[config.mk]
export PLATFORM = sky130hd
export DESIGN_NAME = time_elapsed_counter
export DESIGN_NICKNAME = d
export VERILOG_FILES = /design/src/hdl/elapsed_counter_pkg.sv /design/src/hdl/pin_sync.sv /design/src/hdl/time_elapsed_counter.sv
export VERILOG_INCLUDE_DIRS = /design/src /design/src/hdl
export SDC_FILE = /design/constraint.sdc
export NUM_CORES = 1
export LEC_CHECK = 0
export ABC_CLOCK_PERIOD_IN_PS = 3150
export BUFFER_PORTS_ARGS = -buffer_cell sky130_fd_sc_hd__buf_2
export CAP_MARGIN = 25
export CORE_ASPECT_RATIO = 0.5
export CORE_MARGIN = 2
export CORE_UTILIZATION = 52
export CTS_BUF_LIST = sky130_fd_sc_hd__clkbuf_8 sky130_fd_sc_hd__clkbuf_16
export DETAILED_ROUTE_END_ITERATION = 12
export HOLD_SLACK_MARGIN = 0.08
export PLACE_DENSITY = 0.88
export SYNTH_ARGS = -nofsm -noshare
export SYNTH_HDL_FRONTEND = slang
export SYNTH_SLANG_ARGS = --single-unit
[constraint.sdc]
create_clock -name clk_sys -period 3.15 [get_ports clk_sys]
set_clock_uncertainty 0.05 [all_clocks]
set_input_delay 0.315 -clock clk_sys [delete_from_list [all_inputs] [get_ports clk_sys]]
set_output_delay 0.315 -clock clk_sys [all_outputs]
set_load 0.005 [all_outputs]
[src/hdl/elapsed_counter_map.svh]
// Constants of the elapsed-time counter: widths, codes, timing counts.
// Assumes inclusion by hdl and test files; definitions only.
`ifndef ELAPSED_COUNTER_MAP_SVH
`define ELAPSED_COUNTER_MAP_SVH

`define CNT_WIDTH          40
`define CNT_RESET          40'h00_0000_0000
`define DIV_PLL3           5'h08
`define DIV_PLL2           5'h14
`define DIV_WIDTH          5
`define SEL_PLL3           1'b0
`define SEL_PLL2           1'b1
`define TRIG_SEL_PIN       1'b1
`define TRIG_SEL_CS        1'b0
`define PIN_FUNC_TRIGGER   6'h27
`define PIN_FUNC_WIDTH     6

`endif

[src/hdl/elapsed_counter_pkg.sv]
// Types of the elapsed-time counter.
// Assumes the map header for all numbers.
package elapsed_counter_pkg;
    typedef enum logic [1:0] {
        ARM_READY,
        ARM_WAIT_MSB_DONE,
        ARM_WAIT_LSB
    } arm_state_t;
endpackage

[src/hdl/pin_sync.sv]
// Three-stage synchroniser with agreement filter for one pin.
// Assumes clk_sys domain; input is asynchronous.
`timescale 1ns/1ps
module pin_sync (
    input  wire logic clk_sys,
    input  wire logic rst,
    input  wire logic pin_in,
    output logic      level_q
);
    logic s1_q;
    logic s2_q;
    logic s3_q;
    logic level_d;

    always_comb begin
        level_d = level_q;
        if (s2_q == s3_q) begin
            level_d = s3_q;
        end
    end

    always_ff @(posedge clk_sys or posedge rst) begin
        if (rst) begin
            s1_q    <= 1'b0;
            s2_q    <= 1'b0;
            s3_q    <= 1'b0;
            level_q <= 1'b0;
        end else begin
            s1_q    <= pin_in;
            s2_q    <= s1_q;
            s3_q    <= s2_q;
            level_q <= level_d;
        end
    end
endmodule

[src/hdl/time_elapsed_counter.sv]
// Forty-bit elapsed-time counter with capture on chip-select or pin edge.
// Assumes clk_sys at 40 MHz; VCO ticks and pins arrive asynchronously.
//
// Summary of operation
// - Source select 0 picks PLL3 VCO tick, 1 picks PLL2 VCO tick.
// - PLL3 source: counter advances once every eight VCO ticks.
// - PLL2 source: counter advances once every twenty VCO ticks.
// - Trigger source 1 selects pin trigger, 0 selects chip-select trigger.
// - Counting runs only with enable bit written to one.
// - Chip-select falling edge captures running count while enabled and armed.
// - After MSB read, chip-select edges ignored until LSB is read.
// - One multibyte burst may both capture and re-arm capture.
// - Pin with function 0x27 triggers capture on polarity-selected edge.
// - After pin capture, pin edges ignored until LSB is read.
// - Captured count is forty bits, read as byte-wide registers.
// - Counter wraps from all ones to zero without any flag.
// - Enable low holds counter at zero; counting starts from zero.
// - Clear control must be zero for counting.
// - Source select also drives the reference validator VCO choice.
// - Enable rising edge starts an absolute measurement from zero.
`timescale 1ns/1ps
`include "elapsed_counter_map.svh"
module time_elapsed_counter
    import elapsed_counter_pkg::*;
(
    input  wire logic                         clk_sys,
    input  wire logic                         rst,
    input  wire logic                         pll3_vco_tick,
    input  wire logic                         pll2_vco_tick,
    input  wire logic                         counter_vco_source_select,
    input  wire logic                         capture_trigger_source,
    input  wire logic                         elapsed_counter_enable,
    input  wire logic                         counter_clear_control,
    input  wire logic                         serial_chip_select_n,
    input  wire logic                         trigger_pin,
    input  wire logic [`PIN_FUNC_WIDTH-1:0]   pin_function_select,
    input  wire logic                         pin_polarity_invert,
    input  wire logic                         read_msb_strobe,
    input  wire logic                         read_lsb_strobe,
    output logic      [`CNT_WIDTH-1:0]        captured_count_field,
    output logic                              capture_armed,
    output logic                              validator_vco_select
);

    // ************************************************************
    // Input synchronisers
    // ************************************************************
    logic pll3_lvl;
    logic pll2_lvl;
    logic cs_lvl;
    logic pin_lvl;

    pin_sync u_sync_pll3 (.clk_sys(clk_sys), .rst(rst), .pin_in(pll3_vco_tick),
        .level_q(pll3_lvl));
    pin_sync u_sync_pll2 (.clk_sys(clk_sys), .rst(rst), .pin_in(pll2_vco_tick),
        .level_q(pll2_lvl));
    pin_sync u_sync_cs (.clk_sys(clk_sys), .rst(rst), .pin_in(serial_chip_select_n),
        .level_q(cs_lvl));
    pin_sync u_sync_pin (.clk_sys(clk_sys), .rst(rst), .pin_in(trigger_pin),
        .level_q(pin_lvl));

    // ************************************************************
    // Edge detection
    // ************************************************************
    logic pll3_prev_q;
    logic pll2_prev_q;
    logic cs_prev_q;
    logic pin_prev_q;
    logic vco_rise;
    logic cs_fall;
    logic pin_edge;
    logic pin_is_trigger;

    assign vco_rise = (counter_vco_source_select == `SEL_PLL2)
                    ? (pll2_lvl & ~pll2_prev_q) : (pll3_lvl & ~pll3_prev_q);
    assign cs_fall  = cs_prev_q & ~cs_lvl;
    assign pin_is_trigger = (pin_function_select == `PIN_FUNC_TRIGGER);
    assign pin_edge = pin_polarity_invert ? (pin_prev_q & ~pin_lvl)
                                          : (~pin_prev_q & pin_lvl);

    always_ff @(posedge clk_sys or posedge rst) begin
        if (rst) begin
            pll3_prev_q <= 1'b0;
            pll2_prev_q <= 1'b0;
            cs_prev_q   <= 1'b0;
            pin_prev_q  <= 1'b0;
        end else begin
            pll3_prev_q <= pll3_lvl;
            pll2_prev_q <= pll2_lvl;
            cs_prev_q   <= cs_lvl;
            pin_prev_q  <= pin_lvl;
        end
    end

    // ************************************************************
    // Prescaler and counter
    // ************************************************************
    logic [`DIV_WIDTH-1:0] div_q;
    logic [`DIV_WIDTH-1:0] div_d;
    logic [`DIV_WIDTH-1:0] div_last;
    logic                  cnt_en;
    logic [`CNT_WIDTH-1:0] cnt_q;
    logic [`CNT_WIDTH-1:0] cnt_d;
    logic                  run;

    assign div_last = (counter_vco_source_select == `SEL_PLL2)
                    ? (`DIV_PLL2 - 5'h01) : (`DIV_PLL3 - 5'h01);
    assign run = elapsed_counter_enable & ~counter_clear_control;

    always_comb begin
        div_d  = div_q;
        cnt_en = 1'b0;
        cnt_d  = cnt_q;
        if (!run) begin
            div_d = '0;
            cnt_d = `CNT_RESET;
        end else if (vco_rise) begin
            if (div_q >= div_last) begin
                div_d  = '0;
                cnt_en = 1'b1;
            end else begin
                div_d = div_q + 5'h01;
            end
        end
        if (cnt_en) begin
            cnt_d = cnt_q + 40'h00_0000_0001;
        end
    end

    always_ff @(posedge clk_sys or posedge rst) begin
        if (rst) begin
            div_q <= '0;
            cnt_q <= `CNT_RESET;
        end else begin
            div_q <= div_d;
            cnt_q <= cnt_d;
        end
    end

    // ************************************************************
    // Capture and arming
    // ************************************************************
    arm_state_t            arm_q;
    arm_state_t            arm_d;
    logic [`CNT_WIDTH-1:0] cap_d;
    logic                  cs_trig;
    logic                  pin_trig;
    logic                  armed_d;
    logic                  vsel_d;

    assign cs_trig  = (capture_trigger_source == `TRIG_SEL_CS) & cs_fall;
    assign pin_trig = (capture_trigger_source == `TRIG_SEL_PIN) & pin_is_trigger & pin_edge;

    always_comb begin
        arm_d = arm_q;
        cap_d = captured_count_field;
        case (arm_q)
            ARM_READY: begin
                if (elapsed_counter_enable && cs_trig) begin
                    cap_d = cnt_q;
                end
                if (read_msb_strobe && capture_trigger_source == `TRIG_SEL_CS) begin
                    arm_d = ARM_WAIT_LSB;
                end
                if (read_lsb_strobe) begin
                    arm_d = ARM_READY;
                end
                if (elapsed_counter_enable && pin_trig) begin
                    cap_d = cnt_q;
                    arm_d = ARM_WAIT_LSB;
                end
            end
            ARM_WAIT_LSB: begin
                if (read_lsb_strobe) begin
                    arm_d = ARM_READY;
                end
            end
            default: begin
                arm_d = ARM_READY;
            end
        endcase
        // Disabled block always rearms
        if (!elapsed_counter_enable) begin
            arm_d = ARM_READY;
        end
    end

    assign armed_d = (arm_d == ARM_READY);
    assign vsel_d  = counter_vco_source_select;

    always_ff @(posedge clk_sys or posedge rst) begin
        if (rst) begin
            arm_q                <= ARM_READY;
            captured_count_field <= `CNT_RESET;
            capture_armed        <= 1'b1;
            validator_vco_select <= `SEL_PLL3;
        end else begin
            arm_q                <= arm_d;
            captured_count_field <= cap_d;
            capture_armed        <= armed_d;
            validator_vco_select <= vsel_d;
        end
    end

    logic [`DIV_WIDTH-1:0] edge_seen_q;
    logic [`DIV_WIDTH-1:0] edge_seen_d;
    logic                  switched_q;
    logic                  switched_d;

    always_comb begin
        edge_seen_d = edge_seen_q;
        switched_d  = switched_q;
        if (!run || cnt_en) begin
            edge_seen_d = '0;
            switched_d  = 1'b0;
        end else if (vco_rise) begin
            edge_seen_d = edge_seen_q + 5'h01;
        end
        // Source change voids one ratio check
        if (run && counter_vco_source_select != validator_vco_select) begin
            switched_d = 1'b1;
        end
    end

    always_ff @(posedge clk_sys or posedge rst) begin
        if (rst) begin
            edge_seen_q <= '0;
            switched_q  <= 1'b0;
        end else begin
            edge_seen_q <= edge_seen_d;
            switched_q  <= switched_d;
        end
    end
endmodule

# Word level (Yosys, flattened, before mapping)
# Cells that the tools add are included.
dict set report op_classes {
  add_sub_neg 2
  n_lt_le_gt_ge 1
  n_eq_ne 8
  mux 19
  n_bitwise 16
  n_reduce_logical 7
}
# operator n
set ops {}
lappend ops {{$mux 40} 4}
lappend ops {{$add 40x1->40 const B} 1}
lappend ops {{$mux 5} 4}
lappend ops {{$mux 2} 5}
lappend ops {{$and 1x1->1} 9}
lappend ops {{$not 1->1} 7}
lappend ops {{$eq 6x6->1 const B} 1}
lappend ops {{$add 5x1->5 const B} 1}
lappend ops {{$ge 5x5->1} 1}
lappend ops {{$mux 1} 5}
lappend ops {{$eq 1x1->1} 4}
lappend ops {{$logic_not 2->1} 2}
lappend ops {{$ne 2x2->1 const B} 2}
lappend ops {{$pmux 2 s2} 1}
lappend ops {{$logic_and 1x1->1} 3}
lappend ops {{$eq 2x2->1 const B} 1}
lappend ops {{$reduce_and 2->1} 1}
lappend ops {{$reduce_bool 2->1} 1}
dict set report word_totals {
  ff_bits 109
  out_inout_bits 42
  word_cells 79
}

# Logic depth before layout (Yosys ltp)
# Gate-level depths: netlist of the first run.
dict set report logic_depth {
  ltp_word 9
  ltp_mapped 9
}

# Modules after synthesis
# From an unflattened synthesis of the first run, not the netlist that was laid out.
dict set report hier_totals {
  cells_unflattened 404
  hier_area_um2 4705.8
}
# module instances cells_per_inst area_per_inst_um2 seq_area_each_um2
set by_module_without_submodules {}
lappend by_module_without_submodules {time_elapsed_counter 1 380 4245.3 2328.5}
lappend by_module_without_submodules {pin_sync 4 6 115.1 100.1}

# Worst setup path after synthesis of the first run
# Ideal clock, no wire load.
dict set report synth_path {
  path_type {register -> register}
  start {reg div_q[4]}
  end {reg cnt_q[39]}
  setup_ns 0.078
  t_arrival_ns 2.100
  slack_ns 0.921
  stages_incl_launch_ff 9
  n_path_buf 2
  synth_period_minus_slack_ns 2.229
  cell_sequence {dfrtp_1 > ha_1 > nand2_1 > o211ai_1 > clkbuf_1 > nand4_1 > clkbuf_1 > or3_1 > a21oi_1}
}
dict set report synth_between {
  elab_chain_cells 5
}
# item line_no
set synth_rtl {}
lappend synth_rtl {{start: declaration} time_elapsed_counter.sv:98} ;# logic [`DIV_WIDTH-1:0] div_q;
lappend synth_rtl {{start signal: assignment} time_elapsed_counter.sv:135} ;# div_q <= div_d;
lappend synth_rtl {{$ge 5x5->1 (*)} time_elapsed_counter.sv:118} ;# if (div_q >= div_last) begin
lappend synth_rtl {{$mux 1 (*)} time_elapsed_counter.sv:118}
lappend synth_rtl {{$mux 1 (*)} time_elapsed_counter.sv:117} ;# end else if (vco_rise) begin
lappend synth_rtl {{$mux 1 (*)} time_elapsed_counter.sv:114} ;# if (!run) begin
lappend synth_rtl {{$ne 2x2->1 (no source line) or $mux 40 (tied branches)} --}
lappend synth_rtl {{end signal: assignment} time_elapsed_counter.sv:133} ;# cnt_q <= `CNT_RESET;
lappend synth_rtl {{end signal: assignment} time_elapsed_counter.sv:136} ;# cnt_q <= cnt_d;
lappend synth_rtl {{end: declaration} time_elapsed_counter.sv:102} ;# logic [`CNT_WIDTH-1:0] cnt_q;
# Every way passes the cells marked *; elsewhere a longest branch is shown, timed or not.
# A chain may end at the register's enable or synchronous reset.

# Worst setup path after layout of the first run
dict set report layout_path {
  start {in counter_vco_source_select}
  end {reg cnt_q[37]}
}
dict set report layout_between {
  elab_chain_cells 6
}
# item line_no
set layout_rtl {}
lappend layout_rtl {{start: declaration} time_elapsed_counter.sv:30} ;# input wire logic counter_vco_source_select,
lappend layout_rtl {{$mux 5} time_elapsed_counter.sv:106} ;# assign div_last = (counter_vco_source_select == `SEL_PLL2)
lappend layout_rtl {{$ge 5x5->1} time_elapsed_counter.sv:118}
lappend layout_rtl {{$mux 1} time_elapsed_counter.sv:118}
lappend layout_rtl {{$mux 1 (*)} time_elapsed_counter.sv:117}
lappend layout_rtl {{$mux 1 (*)} time_elapsed_counter.sv:114}
lappend layout_rtl {{$ne 2x2->1 (no source line) or $mux 40 (tied branches)} --}
# Marked as above.

==> results of run 1 <==
## area by class of cell
cell class,count,area (sq um),share of cell area
clock inverters,3,11.3,0.00205
inverters,8,33.8,0.00614
clock buffers,13,280,0.0509
repair buffers,72,413,0.0751
well taps,117,146,0.0266
multi-input cells,272,1890,0.343
flip-flops and latches,109,2730,0.496
## worst max-delay path: cells and delay by family
family	cells	cell delay, ns
AOI/OAI and AO/OA	2	0.38
adders and majority gates	1	0.30
buffers and inverters	4	0.97
and+or+nand+nor	3	1.12
## layout by cell type, fill, tap and decap left out, types with 7 or more instances in the layout
master / instances
dfrtp_1: 108
buf_2: 60
mux2_2: 40
nand2_1: 26
nor2_1: 26
a21oi_1: 22
nand3_1: 22
o21ai_0: 14
nand4_1: 12
or4_1: 12
xnor2_1: 11
inv_1: 10
nor3_1: 10
xor2_1: 10
o31ai_1: 10
clkbuf_16: 9
or3_1: 7
## power groups by stage
stage,clock network (mW),logic [mW],registers (mW)
4_1_cts,1.11,0.0981,1.43
3_5_place_dp,0,0.0927,1.46
3_3_place_gp,0,0.0889,1.46
5_1_grt,1.16,0.112,1.43
2_1_floorplan,0,0.0604,1.45
6_report,1.10,0.0992,1.43
## metal layers
layer / vias to the layer above / routed length, microns / global-route usage
met5: - / 0 / 0
met4: 0 / 160 / 0.0748
met3: 15 / 495 / 0.0582
met2: 90 / 4870 / 0.362
met1: 1730 / 4410 / 0.269
li1: 1608 / - / -
## metrics by stage
| step | total power, mW | setup WS [ns] | hold slack [ns] | area [sq um] | util |
|---|---|---|---|---|---|
| 2_1_floorplan | 1.51 | 0.921 | 0.281 | 4710 | - |
| 3_3_place_gp | 1.54 | 0.655 | 0.238 | 5130 | 0.588 |
| 3_5_place_dp | 1.55 | 0.586 | 0.247 | 5130 | 0.588 |
| 4_1_cts | 2.64 | 0.380 | 0.124 | 5490 | 0.628 |
| 5_1_grt | 2.71 | 0.168 | 0.147 | 5500 | 0.630 |
| 6_report | 2.63 | 0.301 | 0.132 | 5500 | 0.630 |
## cell families after synthesis
group / share of synthesized area
other: 0.000796
DFF: 0.580
and+or+nand+nor: 0.167
xor gates and xnor gates: 0.0391
buffers and inverters: 0.0194
adders and majority gates: 0.0191
AOI/OAI and AO/OA: 0.0789
muxes: 0.0957
## Yosys cell counts, types with 5 or more instances
cell      number
dfrtp_1      108
mux2_2        40
nand2_1       26
nor2_1        26
a21oi_1       22
nand3_1       22
o21ai_0       14
clkbuf_1      12
nand4_1       12
or4_1         12
xnor2_1       11
nor3_1        10
o31ai_1       10
xor2_1        10
inv_1          8
or3_1          7
and4_1         5
nor4_1         5
## sequential cells by signal, indices dropped and copies added, names as in the netlist, 2 cells and up
signal / count
div_q: 5
arm_q: 2
cnt_q: 40
captured_count_field: 40
## path summary, 6_finish.rpt
| check | end | slack, ns | startpoint | cells after the start |
|---|---|---|---|---|
| max | cnt_q[37]$_DFFE_PP0P_ | 0.30 | counter_vco_source_select | 10 |
| min | capture_armed$_DFF_PP1_ | 0.13 | elapsed_counter_enable | 2 |
| max reg2reg | cnt_q[37]$_DFFE_PP0P_ | 0.57 | div_q[2]$_DFFE_PP0P_ | 7 |
| min reg2reg | u_sync_pll2.s2_q$_DFF_PP0_ | 0.30 | u_sync_pll2.s1_q$_DFF_PP0_ | 0 |
| max in group asynchronous | captured_count_field[36]$_DFFE_PP0P_ | 1.56 | rst | 4 |
| min in group asynchronous | u_sync_pll2.s2_q$_DFF_PP0_ | 0.44 | rst | 3 |
## timing repair
item	4_1_cts	5_1_grt
hold buffers	6	0
endpoints found under the hold margin	18	0
buffers inserted	0	0
==> results.sh, run 1 <==
export IMPL_grt_usage=0.213
export IMPL_synth_seq_cells=109
export IMPL_hold_violations=0
export IMPL_cts_clk_slew_worst_paths_ns=0.07
export IMPL_final_cells=594
export IMPL_dp_hpwl_microns=6510
export IMPL_syn_nets=426
export IMPL_drt_iter0_drc=257
export IMPL_cts_max_level=3
export IMPL_drc=0
export IMPL_rsz0062_at_grt="no"
export IMPL_timing_critical_path_slowest_stage_cell="or4_1"
export IMPL_port_buffers=60
export IMPL_setup_tns_ns=0
export IMPL_drt_total_wl_microns=9940
export IMPL_vias_per_cell=5.80
export IMPL_p_int_mw=2.07
export IMPL_crit_path_end_kind="flop"
export IMPL_p_sw_frac=0.213
export IMPL_antenna_found_initial=0
export IMPL_slew_headroom=0.480
export IMPL_worstPathArrival_ns=3.07
export IMPL_path_class="input pin to flop"
export IMPL_synthArstFlopShare=1.00
export IMPL_p_sw_mw=0.559
export IMPL_grt_overflow_total=0
export IMPL_synth_area_sq_um=4710
export IMPL_pwr_share_clk=0.418
export IMPL_ir_drop_mv=0.269
export IMPL_slew_violations=0
export IMPL_core_sq_um=8740
export IMPL_ys_flop_type="dfrtp_1"
export IMPL_grt_pass1_wl_microns=16800
export IMPL_ys_warn_count=0
export IMPL_synth_edf_count=0
export IMPL_crit_chain="dlygate4sd3_1, buf_2, inv_1, ha_1, nand2_1, o211ai_1, buf_4, nand4_1, or4_1, a21oi_1"
export IMPL_ys_top_cells_by_area="dfrtp_1 (57%), mux2_2 (9.6%), a21oi_1 (2.3%), nand3_1 (2.3%), nand2_1 (2.1%)"
export IMPL_maxCapViolations=0
export IMPL_synth_cell_type_count=46
export IMPL_cts_tree="done"
export IMPL_ctsLongestPathBuffers=2
export IMPL_synth_top_cell_by_area="dfrtp_1"
export IMPL_initial_core_util=0.539
export IMPL_period_needed_ns=2.85
export IMPL_worst_slew_pin_slew_ns=0.780
export IMPL_p_leak_nw=2.56
export IMPL_ctsResizeCount=0
export IMPL_antennaDiodeCount=0
export IMPL_pin_count=61
export IMPL_num_vias=3443
export IMPL_die_w_microns=139
export IMPL_rows=24
export IMPL_grt_max_degree=64
export IMPL_syn_to_final_growth_pct=16.8
export IMPL_firstDrtPassIters=5
export IMPL_syn_inst=403
export IMPL_hp_class="input pin to flop"
export IMPL_start_kind="input pin"
export IMPL_cts_inserted_buffers=9
export IMPL_path_max_fanout=12
export IMPL_fin_crit_sh=0.904
export IMPL_finalWeightedCongestion=0.848
export IMPL_nets=495
export IMPL_drive_above_1_share=0.268
export IMPL_outcome="finished clean"
export IMPL_crit_required_ns=3.37
export IMPL_dp_cells=571
export IMPL_synth_seq_area_share=0.580
export IMPL_wl_per_cell_microns=16.7
export IMPL_ant_nets=0
export IMPL_fp_dieH_microns=71.3
export IMPL_p_seq_frac=0.545
export IMPL_p_per_area_nw_per_um2=478
export IMPL_die_area_sq_um=9880
export IMPL_clock_sinks=109
export IMPL_fillCellCount=644
export IMPL_setup_viol=0
export IMPL_grt_pass1_vias=3474
export IMPL_p_comb_frac=0.038
export IMPL_cts_root_buffer="clkbuf_16"
export IMPL_crit_path_max_incr_delay_ns=0.65
export IMPL_synth_top_cell_area_share=0.574
export IMPL_syn_mean_instance_area_sq_um=11.7
export IMPL_max_freq_ghz=0.351
export IMPL_clk_latency_ns=0.35
Note: power is estimated with default switching activity, not from simulation.
==> run 2: changes to the inputs <==
Settings changed: ABC_CLOCK_PERIOD_IN_PS 3150 to unset, CTS_CLUSTER_SIZE set to 20, SYNTH_HIERARCHICAL set to 1.
==> results.sh, run 2 <==
export IMPL_ir_drop_mv=0.282
export IMPL_grt_max_degree=94
export IMPL_p_per_area_nw_per_um2=483
export IMPL_cts_max_level=3
export IMPL_ys_flop_type="dfrtp_1"
export IMPL_firstDrtPassIters=5
export IMPL_ctsLongestPathBuffers=2
export IMPL_pwr_share_clk=0.418
export IMPL_drive_above_1_share=0.283
export IMPL_synth_common_cells="dfrtp_1 (108), mux2_2 (40), a21oi_1 (23), nor2_1 (23), nand2_1 (22)"
export IMPL_p_comb_frac=0.042
export IMPL_rsz0062_at_grt="no"
export IMPL_placedInstanceArea_sq_um=5130
export IMPL_path_class="input pin to flop"
export IMPL_fp_dieH_microns=71.3
export IMPL_ys_top_cells_by_area="dfrtp_1 (57%), mux2_2 (9.6%), xnor2_1 (3.0%), a21oi_1 (2.4%), or3_1 (2.4%)"
export IMPL_fin_crit_sh=0.886
export IMPL_num_vias=3359
export IMPL_path_max_fanout=17
export IMPL_pin_count=61
export IMPL_period_needed_ns=2.79
export IMPL_dp_cells=569
export IMPL_cts_inserted_buffers=9
export IMPL_port_buffers=60
export IMPL_cts_root_buffer="clkbuf_16"
export IMPL_setup_viol=0
export IMPL_finalWeightedCongestion=0.814
export IMPL_rows=24
export IMPL_grt_usage=0.205
export IMPL_synthArstFlopShare=1.00
export IMPL_cp_top_family="simple AND/OR/NAND/NOR gates"
export IMPL_antenna_found_initial=0
export IMPL_syn_to_final_growth_pct=16.6
export IMPL_grt_overflow_total=0
export IMPL_final_core_util=0.628
export IMPL_final_cell_mix="dfrtp_1 (108), buf_2 (60), mux2_2 (40)"
export IMPL_crit_path_end_kind="flop"
export IMPL_clk_latency_ns=0.35
export IMPL_start_kind="input pin"
export IMPL_hold_violations=0
export IMPL_timing_critical_path_slowest_stage_cell="or4_1"
export IMPL_synth_edf_count=0
export IMPL_die_area_sq_um=9870
export IMPL_crit_path_max_incr_delay_ns=0.63
export IMPL_synth_seq_area_share=0.580
export IMPL_grt_pass1_wl_microns=16100
export IMPL_worst_slew_pin_slew_ns=0.744
export IMPL_p_leak_nw=2.52
export IMPL_worstPathArrival_ns=3.02
export IMPL_die_w_microns=139
export IMPL_max_freq_ghz=0.358
export IMPL_design_area_sq_um=5490
export IMPL_grt_pass1_vias=3354
export IMPL_yosysMostFrequentCell="dfrtp_1"
export IMPL_clock_sinks=109
export IMPL_crit_required_ns=3.38
export IMPL_hp_class="input pin to flop"
export IMPL_maxCapViolations=0
export IMPL_whs_ns=0.227
export IMPL_slew_headroom=0.500
export IMPL_synth_seq_cells=109
export IMPL_initial_core_util=0.539
export IMPL_crit_chain="dlygate4sd3_1, buf_2, inv_1, ha_1, nand2_1, o211a_2, or4_1, or3_1, a21oi_1"
export IMPL_antennaDiodeCount=0
export IMPL_drt_iter0_drc=263
export IMPL_syn_nets=427
export IMPL_nets=493
export IMPL_final_cells=591
export IMPL_fin_total_pwr_mw=2.65
export IMPL_p_int_mw=2.07
export IMPL_slew_violations=0
export IMPL_core_sq_um=8740
export IMPL_ys_warn_count=6
export IMPL_drc=0
export IMPL_p_sw_mw=0.580
export IMPL_largest_registers="captured_count_field (40), cnt_q (40), div_q (5)"
export IMPL_synth_top_cell_by_area="dfrtp_1"
export IMPL_syn_inst=404
export IMPL_cts_tree="done"
export IMPL_post_place_ws_ns=0.600
export IMPL_syn_mean_instance_area_sq_um=11.6
export IMPL_wl_per_cell_microns=16.3
export IMPL_ant_nets=0
export IMPL_drt_total_wl_microns=9620
export IMPL_synth_area_sq_um=4710
export IMPL_setup_tns_ns=0
export IMPL_cts_clk_slew_worst_paths_ns=0.07
export IMPL_synth_cell_type_count=43
export IMPL_vias_per_cell=5.68
export IMPL_cts_setup_buffers=0
export IMPL_p_sw_frac=0.219
export IMPL_synth_top_cell_area_share=0.574
export IMPL_p_seq_frac=0.541
export IMPL_fin_ws_ns=0.359
export IMPL_critPathBufInv=3
export IMPL_final_common_cell="dfrtp_1"
export IMPL_dp_hpwl_microns=6280
export IMPL_ctsResizeCount=0
export IMPL_outcome="finished clean"
## run 2: cell count changes after synthesis, sizes merged, moves of 6 or more
cell and delta:
xor2 -6, inv +7, o31ai -8, nand3 -6
o21ai +6, or3 +11, nor4 +6, buf +6
## run 2: kinds of logic (layout without fill, tap and decap cells)
logic type / count (synthesis) / after routing / synth area share
AOI/OAI and AO/OA: 53 / 53 / 0.0654
xor gates and xnor gates: 20 / 20 / 0.0372
adders and majority gates: 8 / 8 / 0.0202
buffers and inverters: 30 / 100 / 0.0271
DFF: 109 / 109 / 0.580
muxes: 40 / 40 / 0.0957
other: 1 / 1 / 0.000797
and+or+nand+nor: 143 / 143 / 0.174
## run 2: area by class of cell
class / instances / area (sq um)
flip-flops and latches: 109 / 2730
multi-input cells: 265 / 1860
clock buffers: 9 / 225
repair buffers: 70 / 403
fillers: 655 / 3250
inverters: 15 / 57.6
clock inverters: 6 / 65.1
well taps: 117 / 146
## run 2: power groups by stage
stage	logic, mW	clock network [mW]	registers [mW]
6_report	0.110	1.11	1.43
5_1_grt	0.124	1.18	1.43
4_1_cts	0.109	1.13	1.43
3_5_place_dp	0.102	0	1.46
3_3_place_gp	0.0974	0	1.46
2_1_floorplan	0.0675	0	1.45
## run 2: metal layers
| metal | up-vias | global-route usage | wire (microns) |
|---|---|---|---|
| met1 | 1652 | 0.261 | 4220 |
| met4 | 0 | 0.0782 | 200 |
| met5 | - | 0 | 0 |
| li1 | 1585 | - | - |
| met2 | 97 | 0.340 | 4700 |
| met3 | 25 | 0.0588 | 490 |
## run 2: worst min-delay path, stage by stage
cell and delay, ns:
buf_2 0.10, nor2_1 0.09, o21ai_0 0.11
## run 2: timing repair
item	in CTS	in global routing
endpoints found under the hold margin	21	0
setup endpoints to repair	0	0
hold buffers	6	0
## run 2: path summary, 6_finish.rpt
path,from,to,slack [ns],depth (start not counted)
setup / recovery,counter_vco_source_select,cnt_q[11]$_DFFE_PP0P_,0.36,9
hold / removal,read_lsb_strobe,capture_armed$_DFF_PP1_,0.23,3
setup reg to reg,cnt_q[7]$_DFFE_PP0P_,cnt_q[33]$_DFFE_PP0P_,0.61,5
hold reg to reg,u_sync_pll3/s1_q$_DFF_PP0_,u_sync_pll3/s2_q$_DFF_PP0_,0.30,0
max in group asynchronous,rst,capture_armed$_DFF_PP1_,2.02,4
min in group asynchronous,rst,u_sync_cs/s3_q$_DFF_PP0_,0.40,3
